File: src/logic/srg_pkg.sv
// Shared constants for the status reporting register group block.
// Assumes a command decoder upstream that presents one decoded status
// command per cycle; no timescale since this file holds a package only.
package srg_pkg;

  // ****************************************************************
  // Widths and group indices
  // ****************************************************************
  localparam int NGRP     = 5;
  localparam int GW       = 16;
  localparam int GRP_OPER = 0;
  localparam int GRP_QUES = 1;
  localparam int GRP_HW1  = 2;
  localparam int GRP_HW2  = 3;
  localparam int GRP_STD  = 4;

  // ****************************************************************
  // Reset values and used-bit masks
  // ****************************************************************
  localparam logic [15:0] RISE_RST = 16'hFFFF;
  localparam logic [15:0] FALL_RST = 16'h0000;
  localparam logic [15:0] USED_16  = 16'hFFFF;
  localparam logic [15:0] USED_8   = 16'h00FF;
  localparam logic [15:0] USED_OPER = 16'h7FFF;

  // ****************************************************************
  // Status byte positions and masks
  // ****************************************************************
  localparam int SB_HW1  = 0;
  localparam int SB_HW2  = 1;
  localparam int SB_NONE = 2;
  localparam int SB_QUES = 3;
  localparam int SB_MAV  = 4;
  localparam int SB_STD  = 5;
  localparam int SB_RQS  = 6;
  localparam int SB_OPER = 7;
  localparam logic [7:0] SB_NOT_SUM = 8'hBF;
  localparam int QUES_ERRQ_BIT = 9;

  // ****************************************************************
  // Commands
  // ****************************************************************
  typedef enum logic [3:0] {
    CMD_RD_COND  = 4'h0,
    CMD_RD_RISE  = 4'h1,
    CMD_WR_RISE  = 4'h2,
    CMD_RD_FALL  = 4'h3,
    CMD_WR_FALL  = 4'h4,
    CMD_RD_EVENT = 4'h5,
    CMD_RD_MASK  = 4'h6,
    CMD_WR_MASK  = 4'h7,
    CMD_CLR_STAT = 4'h8,
    CMD_RESET    = 4'h9,
    CMD_STB_QRY  = 4'hA,
    CMD_SPOLL    = 4'hB,
    CMD_RD_SRE   = 4'hC,
    CMD_WR_SRE   = 4'hD,
    CMD_RD_ERRQ  = 4'hE
  } srg_cmd_e;

endpackage

File: src/logic/srg_group.sv
// One status register group: condition, two edge filters, event, mask.
// Assumes condition inputs come from logic on the same clock.
`timescale 1ns/100ps
module srg_group #(
  parameter logic [15:0] USED = 16'hFFFF
) (
  input  wire logic        i_clk,
  input  wire logic        i_reset_n,
  input  wire logic [15:0] i_cond,
  input  wire logic [15:0] i_set,
  input  wire logic        i_clr_status,
  input  wire logic        i_reset_cmd,
  input  wire logic        i_rd_event,
  input  wire logic        i_wr_rise,
  input  wire logic        i_wr_fall,
  input  wire logic        i_wr_mask,
  input  wire logic [15:0] i_wdata,
  output logic      [15:0] o_cond,
  output logic      [15:0] o_rise,
  output logic      [15:0] o_fall,
  output logic      [15:0] o_event,
  output logic      [15:0] o_mask,
  output logic             o_summary
);

  typedef struct packed {
    logic [15:0] prev;
    logic [15:0] rise;
    logic [15:0] fall;
    logic [15:0] evt;
    logic [15:0] mask;
  } srg_grp_s;

  srg_grp_s    st_ff;
  srg_grp_s    nxt_st;
  logic [15:0] cond;
  logic [15:0] hits;

  // Live condition, unused bits forced low.
  assign cond = i_cond & USED;
  // Qualified edges plus direct events.
  assign hits = ((cond & ~st_ff.prev & st_ff.rise) |
                 (~cond & st_ff.prev & st_ff.fall) | i_set) & USED;

  // Next state; a new hit beats a clear so no event is lost.
  always_comb begin
    nxt_st      = st_ff;
    nxt_st.prev = cond;
    if (i_reset_cmd) begin
      nxt_st.rise = srg_pkg::RISE_RST;
      nxt_st.fall = srg_pkg::FALL_RST;
    end else begin
      if (i_wr_rise) nxt_st.rise = i_wdata;
      if (i_wr_fall) nxt_st.fall = i_wdata;
    end
    if (i_clr_status || i_rd_event) begin
      nxt_st.evt = 16'h0000;
    end
    nxt_st.evt = nxt_st.evt | hits;
    if (i_wr_mask) nxt_st.mask = i_wdata & USED;
  end

  // Single register stage for the whole group.
  always_ff @(posedge i_clk or negedge i_reset_n) begin
    if (!i_reset_n) begin
      st_ff <= '{16'h0000, srg_pkg::RISE_RST, srg_pkg::FALL_RST,
                 16'h0000, 16'h0000};
    end else begin
      st_ff <= nxt_st;
    end
  end

  assign o_cond    = cond;
  assign o_rise    = st_ff.rise;
  assign o_fall    = st_ff.fall;
  assign o_event   = st_ff.evt & USED;
  assign o_mask    = st_ff.mask;
  assign o_summary = |(st_ff.evt & st_ff.mask);
endmodule

File: src/logic/srg_top.sv
// Status reporting hierarchy: five register groups, an error queue and
// the top summary byte, driven by decoded status commands.
// Assumes i_cmd_* and all status inputs come from logic on i_clk.
`timescale 1ns/100ps
// Overview of operation
// - Summary byte is read-only and built only from lower summaries.
// - Clear-status empties event registers and queues, not output queue.
// - Condition bits follow internal states live, read-only.
// - Condition registers are 16 bits; unassigned bits read zero.
// - Rising condition edge sets event only when rise filter bit set.
// - Falling condition edge sets event only when fall filter bit set.
// - Both filter bits catch either edge; neither catches none.
// - Both 16-bit filters read/write and survive clear and queries.
// - Reset loads rise filter all ones, fall filter all zeros.
// - Event bits stay set until queried or cleared by clear-status.
// - Further edges on an already set event bit are ignored.
// - Event registers are read-only, 8 or 16 bits, unused read zero.
// - Summary is OR of event bits ANDed with mask bits.
// - Masks read/write, sized to event register, unused bits dropped.
// - Masks unchanged by clear-status and by queries.
// - Each group summary is a bit of a higher register.
// - Queue summary is one while queue holds an entry.
// - Reading out every entry empties the queue.
// - Byte bits: 7 oper, 5 std, 4 output, 3 ques, 1/0 hw, 2 unused.
// - Serial poll reports request flag in bit 6 then clears it.
// - Query reports bit 6 as OR of byte ANDed with request enables.
module srg_top #(
  parameter int QDEPTH = 8,
  parameter int QW     = 8
) (
  input  wire logic          i_clk,
  input  wire logic          i_reset_n,
  input  wire logic [15:0]   i_oper_cond,
  input  wire logic [15:0]   i_ques_cond,
  input  wire logic [15:0]   i_hw1_cond,
  input  wire logic [15:0]   i_hw2_cond,
  input  wire logic [7:0]    i_std_event,
  input  wire logic          i_out_msg_avail,
  input  wire logic          i_err_push,
  input  wire logic [QW-1:0] i_err_code,
  input  wire logic          i_cmd_valid,
  input  wire logic [3:0]    i_cmd_code,
  input  wire logic [2:0]    i_cmd_group,
  input  wire logic [15:0]   i_cmd_wdata,
  output logic               o_rsp_valid,
  output logic [15:0]        o_rsp_data,
  output logic               o_srq,
  output logic [7:0]         o_status_byte
);

  // ****************************************************************
  // State
  // ****************************************************************
  typedef struct packed {
    logic                         rsp_valid;
    logic [15:0]                  rsp_data;
    logic                         service_request_flag;
    logic                         mss_prev;
    logic [7:0]                   sre;
    logic [QDEPTH-1:0][QW-1:0]    q;
    logic [$clog2(QDEPTH+1)-1:0]  qcnt;
  } srg_top_s;

  localparam logic [$clog2(QDEPTH+1)-1:0] QFULL =
    ($clog2(QDEPTH+1))'(QDEPTH);

  srg_top_s                       st_ff;
  srg_top_s                       nxt_st;
  srg_pkg::srg_cmd_e              cmd;
  logic [srg_pkg::NGRP-1:0][15:0] g_cond_in;
  logic [srg_pkg::NGRP-1:0][15:0] g_set;
  logic [srg_pkg::NGRP-1:0][15:0] g_cond;
  logic [srg_pkg::NGRP-1:0][15:0] g_rise;
  logic [srg_pkg::NGRP-1:0][15:0] g_fall;
  logic [srg_pkg::NGRP-1:0][15:0] g_event;
  logic [srg_pkg::NGRP-1:0][15:0] g_mask;
  logic [srg_pkg::NGRP-1:0]       g_sum;
  logic [srg_pkg::NGRP-1:0]       g_sel;
  logic                           clr_stat;
  logic                           rst_cmd;
  logic                           q_nonempty;
  logic                           q_pop;
  logic [7:0]                     sbyte;
  logic                           master_summary_bit;

  assign cmd      = srg_pkg::srg_cmd_e'(i_cmd_code);
  assign clr_stat = i_cmd_valid && cmd == srg_pkg::CMD_CLR_STAT;
  assign rst_cmd  = i_cmd_valid && cmd == srg_pkg::CMD_RESET;
  assign q_pop    = i_cmd_valid && cmd == srg_pkg::CMD_RD_ERRQ &&
                    q_nonempty;
  // Queue summary follows its fill level.
  assign q_nonempty = st_ff.qcnt != '0;

  // ****************************************************************
  // Group inputs; the queue summary sits in the questionable group
  // ****************************************************************
  // Queue summary drives a condition bit, one level of hierarchy.
  always_comb begin
    g_cond_in = '0;
    g_set     = '0;
    g_cond_in[srg_pkg::GRP_OPER] = i_oper_cond;
    g_cond_in[srg_pkg::GRP_QUES] = i_ques_cond;
    g_cond_in[srg_pkg::GRP_QUES][srg_pkg::QUES_ERRQ_BIT] = q_nonempty;
    g_cond_in[srg_pkg::GRP_HW1]  = i_hw1_cond;
    g_cond_in[srg_pkg::GRP_HW2]  = i_hw2_cond;
    g_set[srg_pkg::GRP_STD]      = {8'h00, i_std_event};
  end

  // ****************************************************************
  // Register groups
  // ****************************************************************
  genvar gi;
  generate
    for (gi = 0; gi < srg_pkg::NGRP; gi = gi + 1) begin : g_grp
      localparam logic [15:0] UMASK =
        (gi == srg_pkg::GRP_STD)  ? srg_pkg::USED_8 :
        (gi == srg_pkg::GRP_OPER) ? srg_pkg::USED_OPER :
        srg_pkg::USED_16;
      assign g_sel[gi] = i_cmd_valid && i_cmd_group == 3'(gi);
      srg_group #(
        .USED (UMASK)
      ) u_grp (
        .i_clk        (i_clk),
        .i_reset_n    (i_reset_n),
        .i_cond       (g_cond_in[gi]),
        .i_set        (g_set[gi]),
        .i_clr_status (clr_stat),
        .i_reset_cmd  (rst_cmd),
        .i_rd_event   (g_sel[gi] && cmd == srg_pkg::CMD_RD_EVENT),
        .i_wr_rise    (g_sel[gi] && cmd == srg_pkg::CMD_WR_RISE),
        .i_wr_fall    (g_sel[gi] && cmd == srg_pkg::CMD_WR_FALL),
        .i_wr_mask    (g_sel[gi] && cmd == srg_pkg::CMD_WR_MASK),
        .i_wdata      (i_cmd_wdata),
        .o_cond       (g_cond[gi]),
        .o_rise       (g_rise[gi]),
        .o_fall       (g_fall[gi]),
        .o_event      (g_event[gi]),
        .o_mask       (g_mask[gi]),
        .o_summary    (g_sum[gi])
      );
    end
  endgenerate

  // ****************************************************************
  // Summary byte
  // ****************************************************************
  // Byte is pure wiring of summaries, so no write path exists.
  always_comb begin
    sbyte                   = 8'h00;
    sbyte[srg_pkg::SB_OPER] = g_sum[srg_pkg::GRP_OPER];
    sbyte[srg_pkg::SB_STD]  = g_sum[srg_pkg::GRP_STD];
    sbyte[srg_pkg::SB_MAV]  = i_out_msg_avail;
    sbyte[srg_pkg::SB_QUES] = g_sum[srg_pkg::GRP_QUES];
    sbyte[srg_pkg::SB_HW2]  = g_sum[srg_pkg::GRP_HW2];
    sbyte[srg_pkg::SB_HW1]  = g_sum[srg_pkg::GRP_HW1];
  end
  // Master summary excludes bit 6 itself.
  assign master_summary_bit = |(sbyte & st_ff.sre & srg_pkg::SB_NOT_SUM);

  // ****************************************************************
  // Command handling, request flag and error queue
  // ****************************************************************
  // Responses are registered one cycle after the command is taken.
  always_comb begin
    nxt_st           = st_ff;
    nxt_st.rsp_valid = 1'b0;
    nxt_st.mss_prev  = master_summary_bit;
    if (i_cmd_valid) begin
      case (cmd)
        srg_pkg::CMD_RD_COND: begin
          nxt_st.rsp_valid = 1'b1;
          nxt_st.rsp_data  = g_sel == '0 ? 16'h0000 : g_cond[i_cmd_group];
        end
        srg_pkg::CMD_RD_RISE: begin
          nxt_st.rsp_valid = 1'b1;
          nxt_st.rsp_data  = g_sel == '0 ? 16'h0000 : g_rise[i_cmd_group];
        end
        srg_pkg::CMD_RD_FALL: begin
          nxt_st.rsp_valid = 1'b1;
          nxt_st.rsp_data  = g_sel == '0 ? 16'h0000 : g_fall[i_cmd_group];
        end
        srg_pkg::CMD_RD_EVENT: begin
          nxt_st.rsp_valid = 1'b1;
          nxt_st.rsp_data  = g_sel == '0 ? 16'h0000 : g_event[i_cmd_group];
        end
        srg_pkg::CMD_RD_MASK: begin
          nxt_st.rsp_valid = 1'b1;
          nxt_st.rsp_data  = g_sel == '0 ? 16'h0000 : g_mask[i_cmd_group];
        end
        srg_pkg::CMD_STB_QRY: begin
          nxt_st.rsp_valid = 1'b1;
          nxt_st.rsp_data  = {8'h00, sbyte[7], master_summary_bit, sbyte[5:0]};
        end
        srg_pkg::CMD_SPOLL: begin
          nxt_st.rsp_valid = 1'b1;
          nxt_st.rsp_data  = {8'h00, sbyte[7], st_ff.service_request_flag, sbyte[5:0]};
          nxt_st.service_request_flag       = 1'b0;
        end
        srg_pkg::CMD_RD_SRE: begin
          nxt_st.rsp_valid = 1'b1;
          nxt_st.rsp_data  = {8'h00, st_ff.sre};
        end
        srg_pkg::CMD_WR_SRE: begin
          nxt_st.sre = i_cmd_wdata[7:0] & srg_pkg::SB_NOT_SUM;
        end
        srg_pkg::CMD_RD_ERRQ: begin
          nxt_st.rsp_valid = 1'b1;
          nxt_st.rsp_data  = q_nonempty ? {8'h00, st_ff.q[0]} : 16'h0000;
        end
        default: begin
        end
      endcase
    end
    // A new reason to request service beats a poll in the same cycle.
    if (master_summary_bit && !st_ff.mss_prev) nxt_st.service_request_flag = 1'b1;
    // Pop shifts the oldest entry out; reading all empties it.
    if (q_pop) begin
      for (int k = 0; k < QDEPTH - 1; k++) begin
        nxt_st.q[k] = st_ff.q[k+1];
      end
      nxt_st.qcnt = st_ff.qcnt - 1'b1;
    end
    // Clear-status empties the error queue only; output queue is
    // outside this block so its summary is untouched.
    if (clr_stat) nxt_st.qcnt = '0;
    // Overflow drops the newest entry; the oldest errors matter most.
    if (i_err_push && nxt_st.qcnt != QFULL) begin
      nxt_st.q[nxt_st.qcnt] = i_err_code;
      nxt_st.qcnt = nxt_st.qcnt + 1'b1;
    end
  end

  always_ff @(posedge i_clk or negedge i_reset_n) begin
    if (!i_reset_n) begin
      st_ff <= '0;
    end else begin
      st_ff <= nxt_st;
    end
  end

  assign o_rsp_valid   = st_ff.rsp_valid;
  assign o_rsp_data    = st_ff.rsp_data;
  assign o_srq         = st_ff.service_request_flag;
  assign o_status_byte = {sbyte[7], st_ff.service_request_flag, sbyte[5:0]};
endmodule

File: config.mk
export PLATFORM = sky130hd
export DESIGN_NAME = srg_top
export DESIGN_NICKNAME = d
export VERILOG_FILES = /design/src/logic/srg_pkg.sv /design/src/logic/srg_group.sv /design/src/logic/srg_top.sv
export SDC_FILE = /design/constraint.sdc
export NUM_CORES = 1
export LEC_CHECK = 0
export ABC_AREA = 1
export BUFFER_PORTS_ARGS = -buffer_cell sky130_fd_sc_hd__buf_2
export CORE_MARGIN = 4
export CORE_UTILIZATION = 25
export CTS_BUF_LIST = sky130_fd_sc_hd__clkbuf_2
export CTS_CLUSTER_SIZE = 28
export DETAILED_ROUTE_END_ITERATION = 8
export GPL_ROUTABILITY_DRIVEN = 0
export PLACE_DENSITY_LB_ADDON = 0.3
export SLEW_MARGIN = 20
export SYNTH_ARGS = -nofsm -noshare
export SYNTH_HDL_FRONTEND = slang
export SYNTH_HIERARCHICAL = 1
export SYNTH_SLANG_ARGS = --single-unit
File: constraint.sdc
create_clock -name i_clk -period 2.85 [get_ports i_clk]
set_input_delay 0.1425 -clock i_clk [delete_from_list [all_inputs] [get_ports i_clk]]
set_output_delay 0.1425 -clock i_clk [all_outputs]
set_load 0.02 [all_outputs]
==> After elaboration in Yosys (flattened, before gate mapping) <==
Cells that the tools add are included.
{ "totals": {"regBits": 468, "latchBits": 0, "mem_bits_rw": 0, "rom_bits": 0, "input_bits": 108, "out_inout_bits": 26, "n_memories": 0} }
{ "classes": {"n_addsub": 2, "multipliers": 0, "div": 0, "order_cmp": 3, "n_eq_ne": 19, "n_shift": 0, "mux": 46, "bitwise_logic": 39, "n_reduce_logical": 64} }
{ "ops": {"columns": ["operator", "n"], "rows": [
  ["$mux W16", 25],
  ["$and A16 B16 Y16", 15],
  ["$bmux W16 S3", 5],
  ["$mux W32", 5],
  ["$pmux W17 S9", 1],
  ["$mux W60", 2],
  ["$not A16 Y16", 6],
  ["$or A16 B16 Y16", 6],
  ["$reduce_or A16 Y1", 5],
  ["$bwmux W64", 1],
  ["$and A15 B15 Y15", 4],
  ["$logic_and A1 B1 Y1", 32],
  ["$not A15 Y15", 2],
  ["$eq A4 B4 Y1 const B", 7],
  ["$demux W8 S3", 1],
  ["$reduce_bool A2 Y1", 12],
  ["$mux W18", 1],
  ["$and A16 B15 Y16", 1],
  ["$and A16 B8 Y16", 1],
  ["$eq A4 B3 Y1 const B", 4],
  ["$mux W8", 2],
  ["$or A16 B15 Y16", 1],
  ["$or A16 B8 Y16", 1],
  ["$or A15 B15 Y15", 1],
  ["23 further kinds", 32]
]} }

==> Longest topological paths before layout <==
{ "depth": {"word_depth": 11, "mapped_depth": 17, "depth_no_buf": 16} }

==> Cells and area by module <==
Netlist, hierarchy kept.
{ "modules_own_cells": {"columns": ["module", "n_inst", "cells_each", "area_per_inst_um2", "seq_area_each_um2"], "rows": [
  ["srg_group at g_grp[1].u_grp ...", 3, 432, 3901.2, 2021.9],
  ["srg_top", 1, 1862, 10231.1, 2352.3],
  ["srg_group at g_grp[0].u_grp", 1, 423, 3777.4, 1946.9],
  ["srg_group at g_grp[4].u_grp", 1, 357, 2990.4, 1421.4]
]} }

==> Worst setup path after synthesis <==
No wires, ideal clock.
{ "synth_timing": {"kind": "register to register", "from": "register st_ff[0] (netlist name)", "to": "register st_ff[60] (netlist name)", "arrival_ns": 2.273, "t_required_ns": 2.733, "setup_slack_ns": 0.460, "path_stages_with_launch": 15, "path_buffers": 1, "synth_period_minus_slack_ns": 2.390, "cell_sequence": "dfrtp_1 -> inv_1 -> ha_1 -> nand3_1 -> nand2_1 -> nor2_4 -> nand2_1 -> nand2_1 -> nand3_1 -> nor2_1 -> ha_1 -> buf_1 -> nand2_2 -> nand2_1 -> nand2_1"} }

==> reports/qor.csv <==
stage;metric;value;unit
setup_path;CP Max Fanout;63;
detailed_routing;initial drt markers;1939;
final_layout;commonest cells after routing, fill and taps aside;nand2_1, inv_1, dfrtp_1;
power_and_ir_drop;PwrDens;582;nW/µm²
setup_path;WS Path Type;primary input to flop;
synth;simple-gate portion of the synthesized area;29.1;%
die;Die X;347;µm
setup_path;most common cell type on the critical path;dlygate4sd3_1;
grt;GRT overflow;0;
worst_hold_path;Min-Delay Endpoint;g_grp[2].u_grp/st_ff[67]$_DFF_PN0_;
final_layout;most common cell after layout, fill and taps aside;nand2_1;
clock_network;CTS Sinks;467;
timing;crit path setup slack, layout;-24.9;ps
grt;vias in the first global route;24900;
clock_network;Clk Tree Root Cell;clkbuf_2;
detailed_routing;wire per inst;18.0;µm
synth;leading post-synthesis cells by cell area;dfrtp_1, nand2_1, buf_4, dfstp_2, nand3_1;
setup_path;Worst path slowest cell;dlygate4sd3_1;
clock_network;clk_lat worst skew;1350;ps
synth;largest family of logic cells by synthesized area;simple AND/OR/NAND/NOR gates;
synth;Syn Area/Cell;7.29;µm²
timing;Max Fclk;348;MHz
power_and_ir_drop;Tot Pwr;19.2;mW
setup_path;cell family with most CP delay;buffers and inverters;
synth;post-synthesis compound-gate area fraction;9.62;%
grt;largest net degree at the start of global routing;71;
final_layout;Layout area overhead;14.9;%
place;Placed Cells;5201;
power_and_ir_drop;maximum vdd drop;0.625;mV
detailed_routing;antenna viol nets, final;0;
setup_path;worst path required time;4130;ps
synth;Adder-Cell Fraction of Synth Area;0.174;%
timing;Hold WS;171;ps
timing;Setup-failing EPs final;6;
synth;number of synthesized flops with an enable pin;0;
setup_path;Critical R2R Launch;st_ff[0]$_DFF_PN0_;
status;status;complete, but fails checks;
detailed_routing;Post-Route WL;103;mm
timing;Fin Setup TNS;-98.5;ps
power_and_ir_drop;static leakage;16.5;nW
clock_network;total CTS buffers;139;
timing;minimum clock period;2870;ps
final_layout;fin nets;4227;
clock_network;CTS max path bufs;3;
setup_path;crit end category;flop;
status;failing checks;setup timing;
job;Max Cap Violations;0;
setup_path;CP Buf/Inv Count;7;
worst_hold_path;hold_sp;i_hw1_cond[3];
synth;proportion of synthesized area in mux cells;0.157;%
setup_path;reg2reg end;st_ff[66]$_DFFE_PN0P_;
clock_network;CTS tree;yes;
final_layout;non-filler cells, final;5744;
die;io pins;134;
setup_path;R2R depth;17;
synth;count of cell types in the netlist;43;
synth;Syn Inst Count;3938;
die;Placeable Area;114000;µm²
place;placed cell areas;28600;µm²
worst_hold_path;hold path depth;3;
clock_network;CTS clk-pin slew, worst paths;100;ps
place;DP HPWL;72.7;mm
synth;largest area contributor in the netlist;dfrtp_1;
timing;final hold vios;0;
setup_path;crit path DAT;4150;ps
grt;first-pass GRT wire length;156;mm
detailed_routing;drt pass-1 iters;6;
die;Starting Density;25.1;%
synth;post-synth top area share;33.7;%
grt;initial antenna violation count;14;
die;die height;347;µm
timing;period utilization;101;%
die;num rows;124;
die;die area;120000;µm²
synth;Seq/Total Area, Yosys;41.1;%
synth;number of synthesized register bits;467;
final_layout;layout cells sized above 1;16.9;%
detailed_routing;residual DRC count;0;
setup_path;Worst setup SP type;primary input;
synth;Netlist Area Pre-Place;28700;µm²
timing;Slew @ Worst Pin;921;ps
place;Buffers on Ports;130;
timing;relative slew slack;38.6;%
clock_network;Max H-tree Level;4;
final_layout;Finished Cell Area;33000;µm²
setup_path;CP peak stage delay;670;ps
synth;Post-synth top flop;dfrtp_1;
grt;Tot GR Track Use;17.1;%
synth;yosys warns;6;
detailed_routing;detailed-route via count;25300;
timing;max-slew violations;0;
synth;XOR/XNOR Fraction of Synth Area;0.122;%
setup_path;R2R setup slack;280;ps
detailed_routing;routed vias/inst;4.40;
worst_hold_path;worst min path class;primary input to flop;
timing;worst clock skew;144;ps
setup_path;worst-path cell chain;dlygate4sd3_1, buf_2, buf_12, nor2_1, dlygate4sd3_1, nand2_1, dlygate4sd3_1, nor2_1, dlygate4sd3_1, nor2_4, buf_4, a21oi_1, nand3_1;
synth;asr flop ratio synth;100;%
[registers in the layout (all words and copies together) (netlist names)]
| name | flops |
|---|---|
| o_rsp_valid | 1 |
| g_grp.u_grp/o_event | 71 |
| g_grp.u_grp/o_rise | 80 |
| st_ff | 76 |
| o_srq | 1 |
| g_grp.u_grp/o_mask | 71 |
| g_grp.u_grp/st_ff | 71 |
| g_grp.u_grp/o_fall | 80 |
| o_rsp_data | 16 |
[tightest hold or removal path, delay by kind of cell]
family                 cells  cell delay, ps
buffers and inverters      3            1220
[what timing repair did]
item,4_1_cts,5_1_grt
setup endpoints to repair,4,54
buffers inserted,14,5
pin swaps,8,6
hold endpoints to repair,924,0
resized for setup,28,13
hold buffers,268,0
[cell usage after synthesis, types with 2 or more instances]
library cell / number
a21oi_1: 154
a31oi_1: 3
buf_1: 28
buf_12: 4
buf_2: 45
buf_4: 423
buf_6: 13
clkbuf_1: 80
clkinv_1: 2
conb_1: 3
dfrtp_1: 387
dfstp_2: 80
ha_1: 4
inv_1: 413
inv_2: 14
mux2_2: 4
nand2_1: 1117
nand2_2: 9
nand2_4: 11
nand3_1: 341
nand3_2: 21
nand3_4: 2
nand4_1: 26
nor2_1: 399
nor2_2: 6
nor2_4: 4
nor2_8: 9
nor3_1: 14
o211ai_1: 8
o21ai_0: 203
o21ai_1: 7
o21bai_1: 8
o221ai_1: 6
o22ai_1: 37
o22ai_2: 40
or2_1: 4
xor2_1: 3
[layer usage]
metal	share of wire, %	track usage, %	wire, µm
met1	43	22.3	44900
met4	4.0	6.76	4130
met5	0.019	0	20
met2	46	27.6	47500
met3	6.5	3.42	6760
[cells by family (layout without fill, tap and decap cells)]
kind of cell / count (synthesis) / count (layout)
and+or+nand+nor: 1965 / 1965
buffers and inverters: 1023 / 1191
AOI/OAI and AO/OA: 468 / 468
DFF: 467 / 467
adders and majority gates: 4 / 4
xor gates and xnor gates: 4 / 4
muxes: 4 / 4
other: 3 / 129
[how the worst max path moves through the flow]
| stage | start | to | slack [ps] | cells after the start |
|---|---|---|---|---|
| floorplan | st_ff[0]$_DFF_PN0_ | st_ff[60]$_DFFE_PN0P_ | 460 | 14 |
| global placement | st_ff[0]$_DFF_PN0_ | st_ff[67]$_DFFE_PN0P_ | 280 | 17 |
| detailed placement | st_ff[0]$_DFF_PN0_ | st_ff[62]$_DFFE_PN0P_ | 280 | 17 |
| CTS | g_grp[0].u_grp/o_event[13]$_DFF_PN0_ | o_status_byte[7] | -10 | 7 |
| global route | g_grp[0].u_grp/o_mask[13]$_DFFE_PN0P_ | o_status_byte[7] | -20 | 7 |
| finish | i_cmd_group[1] | g_grp[0].u_grp/o_event[8]$_DFF_PN0_ | -20 | 13 |
[final cells by class]
class | count | area, µm²
timing repair buffer | 509 | 4400
inverter | 430 | 1620
multi-input combinational | 2568 | 11800
clock inverter | 37 | 325
fill | 12600 | 81200
tap | 1512 | 1890
antenna | 6 | 15.0
sequential | 467 | 11800
clock buffer | 215 | 1080
[metrics by stage]
step           util, %  setup slack, ps
3_3_place_gp      25.1              279
6_report          28.9            -24.9
5_1_grt           28.9            -18.3
4_1_cts           28.8            -10.5
2_1_floorplan        -              460
3_5_place_dp      25.1              280
[power by group]
group	total, mW	switching (mW)	internal [mW]
sequential	8.65	0.779	7.88
combinational	4.70	2.97	1.73
clock	5.84	3.29	2.56
Note: power is estimated with default switching activity, not from simulation.
